$ cat config.mk
export PLATFORM = sky130hd
export DESIGN_NAME = mfm_mgmt_top
export DESIGN_NICKNAME = d
export VERILOG_FILES = /design/src/rtl/mfm_pkg.sv /design/src/rtl/mfm_sync2.sv /design/src/rtl/mfm_page_ram.sv /design/src/rtl/mfm_mgmt_top.sv
export SDC_FILE = /design/constraint.sdc
export NUM_CORES = 2
export LEC_CHECK = 0
export BUFFER_PORTS_ARGS = -buffer_cell sky130_fd_sc_hd__buf_2
export CAP_MARGIN = 20
export CORE_UTILIZATION = 50
export DETAILED_ROUTE_END_ITERATION = 12
export PLACE_DENSITY = 0.71
export SYNTH_ARGS = -nofsm -noshare
export SYNTH_HDL_FRONTEND = slang
export SYNTH_HIERARCHICAL = 1
export SYNTH_SLANG_ARGS = --single-unit
export TNS_END_PERCENT = 30
$ cat constraint.sdc
create_clock -name sys_clk -period 16.2 [get_ports sys_clk]
set_input_delay 1.62 -clock sys_clk [delete_from_list [all_inputs] [get_ports sys_clk]]
set_output_delay 1.62 -clock sys_clk [all_outputs]
set_load 0.005 [all_outputs]
$ cat src/rtl/mfm_pkg.sv
/*
  constants, field layouts and carrier types for the module management
  flag monitor. assumes a 10 MHz system clock.
*/
package mfm_pkg;

  localparam longint CLK_HZ = 64'd10_000_000;
  localparam longint T_INIT_MS = 64'd2000;
  localparam longint T_RST_MIN_US = 64'd2;
  localparam int INIT_CYC = int'(T_INIT_MS * CLK_HZ / 64'd1000);
  // least time, so round up
  localparam int RST_MIN_CYC =
    int'((T_RST_MIN_US * CLK_HZ + 64'd999_999) / 64'd1_000_000);

  // 7-bit form of target address a0h
  localparam logic [6:0] DEV_ADDR = 7'h50;

  localparam logic [7:0] OFS_STATUS = 8'h02;
  localparam logic [7:0] OFS_LOS = 8'h03;
  localparam logic [7:0] OFS_FAULT = 8'h04;
  localparam logic [7:0] OFS_MASK = 8'h05;
  localparam logic [7:0] OFS_PAGE = 8'h7f;
  localparam int STAT_NOTRDY_BIT = 0;

  localparam int LOW_PAGE_BYTES = 128;
  localparam int PAGE_BITS = 2;
  localparam int RAM_AW = 9;
  localparam int RAM_WORDS = 512;

  localparam logic [7:0] MASK_RST = 8'h00;
  localparam logic [7:0] PAGE_RST = 8'h00;

  localparam int SYNC_W = 12;
  // scl, sda and reset pin idle high
  localparam logic [11:0] SYNC_RST = 12'h007;

  typedef struct packed {
    logic [3:0] fault;
    logic [3:0] los;
  } mfm_flags_t;

  typedef struct packed {
    logic [3:0] txFault;
    logic [3:0] rxLos;
    logic lpReq;
    logic rstPin;
    logic sda;
    logic scl;
  } mfm_pins_t;

  typedef enum logic [4:0] {
    ST_IDLE = 5'h01,
    ST_RECV = 5'h02,
    ST_ACK = 5'h04,
    ST_SEND = 5'h08,
    ST_HACK = 5'h10
  } mfm_state_t;

endpackage

$ cat src/rtl/mfm_sync2.sv
/*
  two flip-flop synchroniser for every pin that enters from outside.
  assumes the pins are quasi-static against sys_clk.
*/
`timescale 1ns/1ps
module mfm_sync2 (
  input wire logic sys_clk,
  input wire logic rst_n,
  input wire logic [11:0] din,
  output logic [11:0] dout
);

  logic [11:0] meta_reg;

  // first stage feeds only the second stage
  always_ff @(posedge sys_clk) begin
    if (!rst_n) begin
      meta_reg <= mfm_pkg::SYNC_RST;
      dout <= mfm_pkg::SYNC_RST;
    end else begin
      meta_reg <= din;
      dout <= meta_reg;
    end
  end

endmodule

$ cat src/rtl/mfm_page_ram.sv
/*
  upper page storage: one write port, one registered read port.
  assumes the caller forms {page, offset} addresses.
*/
`timescale 1ns/1ps
module mfm_page_ram (
  input wire logic sys_clk,
  input wire logic rst_n,
  input wire logic wrEn,
  input wire logic [8:0] wrAddr,
  input wire logic [7:0] wrData,
  input wire logic [8:0] rdAddr,
  output logic [7:0] rdData
);

  logic [7:0] mem [mfm_pkg::RAM_WORDS];

  always_ff @(posedge sys_clk) begin
    if (wrEn) begin
      mem[wrAddr] <= wrData;
    end
  end

  always_ff @(posedge sys_clk) begin
    if (!rst_n) begin
      rdData <= 8'h00;
    end else begin
      rdData <= mem[rdAddr];
    end
  end

endmodule

$ cat src/rtl/mfm_mgmt_top.sv
/*
  management side of a pluggable transceiver: two-wire target, paged
  memory, start-up readiness, latched flags and the interrupt pin.
  assumes scl is slow against sys_clk (several clocks per phase) and
  that sda is open drain, resolved outside from sdaOe.
*/
// How it works
// - fixed 128-byte lower page always visible
// - upper pages chosen by page select byte
// - answer only target address a0h
// - ready within 2000 ms of start
// - reset pin low over 2 us resets
// - ready within 2000 ms after pin release
// - bus answers only once ready
// - clear not-ready bit and raise interrupt
// - low power within 100 us of request
// - interrupt low within 200 ms of cause
// - flags clear on read, interrupt releases
// - loss of signal sets flag and interrupt
// - any condition sets flag and interrupt; a flag whose mask_reg bit is set does not pull the interrupt
// - ready means not-ready bit cleared, interrupt
// - clear applied when read transaction ends
`timescale 1ns/1ps
module mfm_mgmt_top #(
  parameter int unsigned INIT_CYC = mfm_pkg::INIT_CYC
) (
  input wire logic sys_clk,
  input wire logic rst_n,
  input wire logic sclIn,
  input wire logic sdaIn,
  output logic sdaOut,
  output logic sdaOe,
  input wire logic reset_in_n,
  input wire logic low_power_request,
  input wire logic [3:0] rxLos,
  input wire logic [3:0] txFault,
  output logic irq_out_n,
  output logic lowPowerActive,
  output logic moduleReady
);

  mfm_pkg::mfm_pins_t pins;
  logic [11:0] pinsSync;
  logic sclPrev_reg, sdaPrev_reg;
  logic [3:0] losPrev_reg, faultPrev_reg;
  logic [7:0] pinLowCnt_reg;
  logic pinRst_reg;
  logic [31:0] initCnt_reg;
  logic ready_reg, initFlag_reg;
  mfm_pkg::mfm_flags_t flags_reg;
  logic [7:0] mask_reg, page_reg;
  logic clrLosPend_reg, clrFaultPend_reg, clrStatPend_reg;
  mfm_pkg::mfm_state_t state_reg;
  logic [3:0] bitCnt_reg;
  logic [7:0] sh_reg, tx_reg, ptr_reg;
  logic [1:0] phase_reg;
  logic rdMode_reg, nack_reg, sdaOe_reg, irq_reg, lp_reg;
  logic [7:0] ramRd, rdByte, statusByte;
  logic sclRise, sclFall, startCond, stopCond, endTrans;
  logic byteDone, wrStrobe, loadStrobe, addrMatch, softRst, initDone;
  logic clrLos, clrFault, clrStat;
  logic [3:0] losEv, faultEv;

  // maps a lower-page offset to its byte; unused bytes read zero
  function automatic logic [7:0] lowRead(input logic [6:0] a,
      input logic [7:0] st, input logic [7:0] fl, input logic [7:0] mk,
      input logic [7:0] pg);
    logic [7:0] r;
    r = 8'h00;
    if ({1'b0, a} == mfm_pkg::OFS_STATUS) r = st;
    if ({1'b0, a} == mfm_pkg::OFS_LOS) r = {4'h0, fl[3:0]};
    if ({1'b0, a} == mfm_pkg::OFS_FAULT) r = {4'h0, fl[7:4]};
    if ({1'b0, a} == mfm_pkg::OFS_MASK) r = mk;
    if ({1'b0, a} == mfm_pkg::OFS_PAGE) r = pg;
    return r;
  endfunction

  mfm_sync2 uSync (
    .sys_clk(sys_clk),
    .rst_n(rst_n),
    .din({txFault, rxLos, low_power_request, reset_in_n, sdaIn, sclIn}),
    .dout(pinsSync)
  );
  assign pins = pinsSync;

  always_ff @(posedge sys_clk) begin
    if (!rst_n) begin
      sclPrev_reg <= 1'b1;
      sdaPrev_reg <= 1'b1;
      losPrev_reg <= 4'h0;
      faultPrev_reg <= 4'h0;
    end else begin
      sclPrev_reg <= pins.scl;
      sdaPrev_reg <= pins.sda;
      losPrev_reg <= pins.rxLos;
      faultPrev_reg <= pins.txFault;
    end
  end

  assign sclRise = pins.scl & ~sclPrev_reg;
  assign sclFall = ~pins.scl & sclPrev_reg;
  assign startCond = sclPrev_reg & pins.scl & sdaPrev_reg & ~pins.sda;
  assign stopCond = sclPrev_reg & pins.scl & ~sdaPrev_reg & pins.sda;
  // a nacked read leaves the engine idle before its stop, so no state gate
  assign endTrans = startCond | stopCond;
  assign losEv = pins.rxLos & ~losPrev_reg;
  assign faultEv = pins.txFault & ~faultPrev_reg;

  // short glitches on the reset pin are ignored
  always_ff @(posedge sys_clk) begin
    if (!rst_n || pins.rstPin) begin
      pinLowCnt_reg <= 8'h00;
      pinRst_reg <= 1'b0;
    end else if (pinLowCnt_reg == 8'(mfm_pkg::RST_MIN_CYC)) begin
      pinRst_reg <= 1'b1;
    end else begin
      pinLowCnt_reg <= pinLowCnt_reg + 8'h01;
    end
  end
  assign softRst = pinRst_reg;

  assign initDone = !ready_reg && (initCnt_reg == 32'(INIT_CYC - 1));

  // restarts on power-up and on the pin's release
  always_ff @(posedge sys_clk) begin
    if (!rst_n || softRst) begin
      initCnt_reg <= 32'h0;
      ready_reg <= 1'b0;
    end else if (initDone) begin
      ready_reg <= 1'b1;
    end else if (!ready_reg) begin
      initCnt_reg <= initCnt_reg + 32'h1;
    end
  end
  assign statusByte = {7'h00, ~ready_reg};
  assign moduleReady = ready_reg;

  assign clrLos = endTrans & clrLosPend_reg;
  assign clrFault = endTrans & clrFaultPend_reg;
  assign clrStat = endTrans & clrStatPend_reg;

  // events win over a clear in the same cycle
  always_ff @(posedge sys_clk) begin
    if (!rst_n || softRst) begin
      flags_reg <= '0;
      initFlag_reg <= 1'b0;
    end else begin
      flags_reg.los <= flags_reg.los & ~{4{clrLos}} | losEv;
      flags_reg.fault <= flags_reg.fault & ~{4{clrFault}} | faultEv;
      initFlag_reg <= (initFlag_reg & ~clrStat) | initDone;
    end
  end

  // clear is armed by the read, applied when the transaction ends
  always_ff @(posedge sys_clk) begin
    if (!rst_n || softRst || endTrans) begin
      clrLosPend_reg <= 1'b0;
      clrFaultPend_reg <= 1'b0;
      clrStatPend_reg <= 1'b0;
    end else if (loadStrobe) begin
      if (ptr_reg == mfm_pkg::OFS_LOS) clrLosPend_reg <= 1'b1;
      if (ptr_reg == mfm_pkg::OFS_FAULT) clrFaultPend_reg <= 1'b1;
      if (ptr_reg == mfm_pkg::OFS_STATUS) clrStatPend_reg <= 1'b1;
    end
  end

  always_ff @(posedge sys_clk) begin
    if (!rst_n) begin
      irq_reg <= 1'b1;
    end else begin
      irq_reg <= ~(|(flags_reg & ~mask_reg) | initFlag_reg);
    end
  end
  assign irq_out_n = irq_reg;

  always_ff @(posedge sys_clk) begin
    if (!rst_n) begin
      lp_reg <= 1'b0;
    end else begin
      lp_reg <= pins.lpReq;
    end
  end
  assign lowPowerActive = lp_reg;

  assign addrMatch = (sh_reg[7:1] == mfm_pkg::DEV_ADDR)
    && ready_reg;
  assign byteDone = (state_reg == mfm_pkg::ST_RECV) && sclFall &&
    (bitCnt_reg == 4'h8) && !startCond && !stopCond;
  assign wrStrobe = byteDone && (phase_reg == 2'd2);
  assign loadStrobe = sclFall && !startCond && !stopCond &&
    (((state_reg == mfm_pkg::ST_ACK) && rdMode_reg) ||
     ((state_reg == mfm_pkg::ST_HACK) && !nack_reg));

  // lower page is always there; offsets 80h up go to the selected page
  assign rdByte = ptr_reg[7] ? ramRd :
    lowRead(ptr_reg[6:0], statusByte, flags_reg, mask_reg, page_reg);

  always_ff @(posedge sys_clk) begin
    if (!rst_n || softRst) begin
      mask_reg <= mfm_pkg::MASK_RST;
      page_reg <= mfm_pkg::PAGE_RST;
    end else if (wrStrobe) begin
      if (ptr_reg == mfm_pkg::OFS_MASK) mask_reg <= sh_reg;
      if (ptr_reg == mfm_pkg::OFS_PAGE) page_reg <= sh_reg;
    end
  end

  mfm_page_ram uRam (
    .sys_clk(sys_clk),
    .rst_n(rst_n),
    .wrEn(wrStrobe && ptr_reg[7]),
    .wrAddr({page_reg[mfm_pkg::PAGE_BITS-1:0], ptr_reg[6:0]}),
    .wrData(sh_reg),
    .rdAddr({page_reg[mfm_pkg::PAGE_BITS-1:0], ptr_reg[6:0]}),
    .rdData(ramRd)
  );

  // target engine; sda changes only while scl is low
  always_ff @(posedge sys_clk) begin
    if (!rst_n || softRst || stopCond) begin
      state_reg <= mfm_pkg::ST_IDLE;
      sdaOe_reg <= 1'b0;
      bitCnt_reg <= 4'h0;
      phase_reg <= 2'd0;
    end else if (startCond) begin
      state_reg <= mfm_pkg::ST_RECV;
      sdaOe_reg <= 1'b0;
      bitCnt_reg <= 4'h0;
      phase_reg <= 2'd0;
    end else if (loadStrobe) begin
      state_reg <= mfm_pkg::ST_SEND;
      tx_reg <= rdByte;
      sdaOe_reg <= ~rdByte[7];
      bitCnt_reg <= 4'h1;
      ptr_reg <= ptr_reg + 8'h01;
    end else begin
      case (state_reg)
        mfm_pkg::ST_RECV: begin
          if (sclRise) begin
            sh_reg <= {sh_reg[6:0], pins.sda};
            bitCnt_reg <= bitCnt_reg + 4'h1;
          end else if (byteDone) begin
            if (phase_reg == 2'd0 && !addrMatch) begin
              state_reg <= mfm_pkg::ST_IDLE;
            end else begin
              state_reg <= mfm_pkg::ST_ACK;
              sdaOe_reg <= 1'b1;
              if (phase_reg == 2'd0) rdMode_reg <= sh_reg[0];
              if (phase_reg == 2'd1) ptr_reg <= sh_reg;
              if (phase_reg == 2'd2) ptr_reg <= ptr_reg + 8'h01;
            end
          end
        end
        mfm_pkg::ST_ACK: begin
          if (sclFall) begin
            state_reg <= mfm_pkg::ST_RECV;
            sdaOe_reg <= 1'b0;
            bitCnt_reg <= 4'h0;
            phase_reg <= (phase_reg == 2'd0) ? 2'd1 : 2'd2;
          end
        end
        mfm_pkg::ST_SEND: begin
          if (sclFall) begin
            if (bitCnt_reg == 4'h8) begin
              state_reg <= mfm_pkg::ST_HACK;
              sdaOe_reg <= 1'b0;
            end else begin
              tx_reg <= {tx_reg[6:0], 1'b0};
              sdaOe_reg <= ~tx_reg[6];
              bitCnt_reg <= bitCnt_reg + 4'h1;
            end
          end
        end
        mfm_pkg::ST_HACK: begin
          if (sclRise) begin
            nack_reg <= pins.sda;
          end else if (sclFall) begin
            state_reg <= mfm_pkg::ST_IDLE;
          end
        end
        default: begin
          state_reg <= mfm_pkg::ST_IDLE;
        end
      endcase
    end
  end

  assign sdaOe = sdaOe_reg;
  assign sdaOut = 1'b0; // open drain, only ever pulls low
endmodule

Word-level counts from Yosys, hierarchy flattened
Memory sizes are Yosys's and may differ from the RTL's. A register that Yosys moved wholly into a read port is not among the register bits.
Index checks and enable logic that the tools add are counted.
- register bits after elaboration: 143
- memories kept: 1
- bits in writable memories: 4096
- bits of input ports: 14
- output and inout bits: 5
- logic and storage cells: 227
- reductions and logical operators: 55
- eq/ne operators: 49
- mux-type cells: 45
- bitwise operators: 41
- add/sub/neg operators: 4
- memories (memory ; words ; bits a word ; read ports ; clocked after Yosys merged registers in ; wr ports ; RTL line ; RTL):
    uRam.mem ; 512 ; 8 ; 1 ; 1 ; 1 ; mfm_page_ram.sv:16 ; logic [7:0] mem [mfm_pkg::RAM_WORDS];
- operator list (operator ; count):
    8-bit 2-to-1 mux ; 12
    5-bit 2-to-1 mux ; 7
    32-bit by 1-bit adder with 32-bit output (second input constant) ; 1
    32-bit by 25-bit == test with 1-bit output (second input constant) ; 1
    3-bit != test (second input constant) ; 10
    7-bit 2-to-1 mux ; 4
    4-bit != test (second input constant) ; 7
    7-bit AND reduction ; 4
    5-bit AND reduction ; 5
    2-bit != test (second input constant) ; 11
    4-bit 2-to-1 mux ; 5
    5-bit one-hot mux with 4 select lines ; 1
    8-bit by 1-bit adder with 8-bit output (second input constant) ; 2
    4-bit bitwise AND ; 4
    8-bit by 2-bit == test with 1-bit output (second input constant) ; 2
    8-bit by 3-bit == test with 1-bit output (second input constant) ; 2
    4-bit inverter ; 4
    1-bit inverter ; 15
    7-bit by 2-bit == test with 1-bit output (second input constant) ; 2
    7-bit by 3-bit == test with 1-bit output (second input constant) ; 2
    7-bit == test (second input constant) ; 2
    1-bit logical AND ; 14
    4-bit one-hot mux with 3 select lines ; 1
    2-bit AND reduction ; 6
    32 further kinds ; 70

Depth between registers and ports, before layout
- depth in word-level cells: 11
- mapped depth: 16
- gate-level depth less buffers: 9

Hierarchy
Netlist, hierarchy kept.
- modules (own cells, without submodules) (module ; sequential area each (sq um) ; area each (sq um) ; times used ; cells each):
    mfm_page_ram ; 123158.1 ; 159818.3 ; 1 ; 7618
    mfm_mgmt_top ; 2632.5 ; 5640.4 ; 1 ; 603
    mfm_sync2 ; 480.5 ; 644.4 ; 1 ; 50

Least setup slack after synthesis
OpenSTA, ideal clock, no wires.
- kind: register -> register
- start point: register sh_reg[5]
- end point: register state_reg[0]
- data required time: 16.085 ns
- buffers on the path: 0
- stages on the path, launching flop included: 6
- slack: 8.146 ns
- setup time: 0.115 ns
- data arrival time: 7.938 ns
- period minus slack after synthesis: 8.054 ns
- cells stage by stage: edfxtp_1 > nor4b_1 > a41oi_1 > o211ai_1 > nor2_1 > a31o_1
- cells in the longest elaborated chain, start to end: 10
- RTL lines (item ; RTL line ; RTL):
    start: declaration ; mfm_mgmt_top.sv:55 ; logic [7:0] sh_reg, tx_reg, ptr_reg;
    start signal: assignment ; mfm_mgmt_top.sv:240 ; sh_reg <= {sh_reg[6:0], pins.sda};
    7-bit == test ; mfm_mgmt_top.sv:185 ; assign addrMatch = (sh_reg[7:1] == mfm_pkg::DEV_ADDR)
    1-bit logical AND ; mfm_mgmt_top.sv:186 ; && ready_reg;
    1-bit zero test ; mfm_mgmt_top.sv:243 ; if (phase_reg == 2'd0 && !addrMatch) begin
    1-bit logical AND ; mfm_mgmt_top.sv:243 ;
    3-bit 2-to-1 mux ; mfm_mgmt_top.sv:243 ;
    5-bit 2-to-1 mux ; mfm_mgmt_top.sv:242 ; end else if (byteDone) begin
    5-bit 2-to-1 mux ; mfm_mgmt_top.sv:239 ; if (sclRise) begin
    5-bit one-hot mux with 4 select lines ; mfm_mgmt_top.sv:237 ; case (state_reg)
    4-bit 2-to-1 mux ; mfm_mgmt_top.sv:230 ; end else if (loadStrobe) begin
    2-bit 2-to-1 mux ; mfm_mgmt_top.sv:225 ; end else if (startCond) begin
    end signal: assignment ; mfm_mgmt_top.sv:226 ; state_reg <= mfm_pkg::ST_RECV;
    end signal: assignment ; mfm_mgmt_top.sv:231 ; state_reg <= mfm_pkg::ST_SEND;
    end signal: assignment ; mfm_mgmt_top.sv:244 ; state_reg <= mfm_pkg::ST_IDLE;
    end: declaration ; mfm_mgmt_top.sv:53 ; mfm_pkg::mfm_state_t state_reg;
No other way between the ends. The select of a mux whose other input is x is not followed.
A chain may end at the register's enable or synchronous reset.

==> out/results.txt <==
Syn Inst Count - 8271
Sequential fraction of the synthesis area - 0.760
Final core occ - 0.558
Initial Utilization - 0.503
Non-filler cells, final - 13100
Placed cells - 12300
Leak - 0.0576 µW
WS Path Type - reg -> reg
Rel. slew slack - 0.125
P&R area growth vs syn - 11.0%
Fraction of final layout cells sized beyond drive strength 1 - 0.198
Reg2Reg Launch Point - ptr_reg[0]
Clock latency on the worst-skew pair - 0.97 ns
Critical path arrival - 7.28 ns
Hold WC Path Type - reg -> reg
Clock slew at reported path FFs - 0.06 ns
RSZ-0062 raised after global routing - false
Most frequent cells in the layout - edfxtp_1 (4121), mux4_2 (851), nor2_1 (697), mux2i_1 (485), clkbuf_16 (417)
Vias per cell - 6.52
H-tree depth - 5
Peak VDD IR - 0.104 mV
Fin. Hold Viols - 0
WP depth - 11
Post-CTS Resized - 0
Final ANT Viol Nets - 0
Cell Pwr Density - 117 nW/µm²
CTS tree - built
Chip width - 578 µm
Largest area contributor in the netlist - edfxtp_1
R2R cell count - 11
Outcome - complete, no violations
CP max-delay cell - buf_4
Final Setup Violations - 0
Max FFs per register - 4096
Synth area leaders - edfxtp_1 (75%), mux4_2 (12%), mux2i_1 (2.9%)
Most common cell after layout, fill and taps aside - edfxtp_1
Family with the most delay on the worst path - buffers and inverters
Max Slew Vio Count - 0
Worst EP required - 17.05 ns
Slew @ Worst Pin - 1.30 ns
Distinct cells, synth - 94
Overall die height - 578 µm
Max_cap viols - 0
Initial DRC count - 12700
GPL Wtd Cong - 0.918
Total Nets Final - 8421
Clk root buf - clkbuf_16
Drt first pass iters - 6
GR Overflow Total - 0
Yosys warning total - 6
CP max FO - 93
Peak per-stage delay on the critical path - 0.86 ns
Crit path buf inv count - 4
DR WL/cell - 32.5 µm
Async SR Flop Fraction - 0
Yosys top cell area share - 0.745
Core ar. - 331000 µm²
Clock buffer depth - 4
Worst path most repeated cell - buf_4
Clock sink count - 4247
Cell Area, Placed - 170000 µm²
First-pass GRT wire length - 612 mm
WL final - 427 mm
Post-synthesis net count - 8294
CP Launch Point - ptr_reg[0]
Worst R2R End - uRam/rdData[7]
Final setup skew - 0.0730 ns
Hold buffers post-CTS - 0
Setup Buffers After CTS - 0
Pin count of the biggest net entering global routing - 223
CTS buffer count - 413
Initial antenna violation count - 29
DRC Markers - 0
Startpoint Class - flip-flop
Detailed placer's ending HPWL - 255 mm
Vias - 85500
Worst R2R Setup Slack - 9.77 ns
Synth Flop Type - edfxtp_1
Port buffer count - 17
Syn_area_per_cell - 20.1 µm²
Post-route setup TNS - 0 ns
Post-Syn Area - 166000 µm²
EDFF count, synth - 4121
CP endpoint - uRam/rdData[7]
#FFs+latches synth - 4247
Crit-path cells - buf_4, buf_12, buf_4, buf_4, mux4_2, a211oi_1, nand2_1, a31oi_1, a311o_1, a2111oi_0, or3_1
All-Layer GR Usage - 0.255
# IOs - 19
Final Critical Period - 6.43 ns
Number of global-route vias before repair - 84000
Total die area - 335000 µm²
Highest Clock Rate - 0.155 GHz
Period utilization - 0.397
Fin area - 184000 µm²
Rows - 211
CP endpoint kind - flip-flop
## Yosys cell counts, types with 16 or more instances
master    number
clkbuf_1     213
buf_6         61
a21oi_1      142
a31oi_1       23
buf_2         75
nand2b_1      18
buf_1         43
o21ai_0       92
buf_4         57
o211ai_1      19
mux4_1        28
and2_1        38
nor2b_1       28
a221oi_1      41
a22oi_1       65
o21ai_1       23
dfxtp_1      126
inv_1         24
xnor2_1       24
buf_8         17
nand3_1       74
o221ai_1     116
nor3_1        79
nand2_1      223
buf_12        22
a211oi_1      39
mux4_2       851
nor2_1       701
or3_1         22
edfxtp_1    4121
o22ai_1       92
nor4_1        30
nand4_1       16
mux2i_1      485
## power breakdown
group | internal (µW) | switching, µW
clock network | 5600 | 4140
logic | 8.72 | 17.5
registers | 11900 | 6.11
total | 17500 | 4170
## through the flow
stage | setup WS (ns) | hold slack (ns) | total power [µW]
after CTS | 9.84 | 0.418 | 21700
final | 9.77 | 0.415 | 21600
after floorplan | 8.15 | 0.386 | 12100
after detailed placement | 9.87 | 0.406 | 12100
after global placement | 9.79 | 0.405 | 12100
after global routing | 9.55 | 0.442 | 22200
## per-layer routing
metal | routed length (µm) | up-vias | global-route usage
li1 | - | 34400 | -
met1 | 158000 | 44800 | 0.352
met2 | 199000 | 5511 | 0.393
met3 | 53000 | 819 | 0.0675
met4 | 16600 | 14 | 0.0906
met5 | 76 | - | 0
## area by class of cell
cell class                 count  area (µm²)
multi-input combinational   3504       36800
fill                       23900      146000
clock buffer                 506       10900
timing repair buffer         204        1840
antenna                       19        47.5
clock inverter               255        2960
tap                         4366        5460
inverter                      28         114
sequential                  4247      126000
## cells by family (layout without fill, tap and decap cells)
logic type               after synthesis  after routing  share of synthesized area
AND/OR/NAND/NOR                     1316           1316                     0.0356
XOR/XNOR                              37             37                    0.00195
buffers and inverters                520            993                     0.0197
other                                  1             20                  0.0000226
AO/OA/AOI/OAI                        768            768                     0.0321
adder cells (fa/ha/maj)                9              9                   0.000678
multiplexers                        1373           1373                      0.150
flip-flops                          4247           4247                      0.760
## worst min path at each step
stage / start / end / slack (ns) / depth (start not counted)
2_1_floorplan: uSync/meta_reg[0] / uSync/dout[0] / 0.39 / 1
3_5_place_dp: uSync/meta_reg[2] / uSync/dout[2] / 0.41 / 1
5_1_grt: uSync/meta_reg[1] / uSync/dout[1] / 0.44 / 1
4_1_cts: uSync/meta_reg[2] / uSync/dout[2] / 0.42 / 1
6_report: uSync/meta_reg[2] / uSync/dout[2] / 0.42 / 1
3_3_place_gp: uSync/meta_reg[0] / uSync/dout[0] / 0.40 / 1
Power figures use the tool's default switching activity.
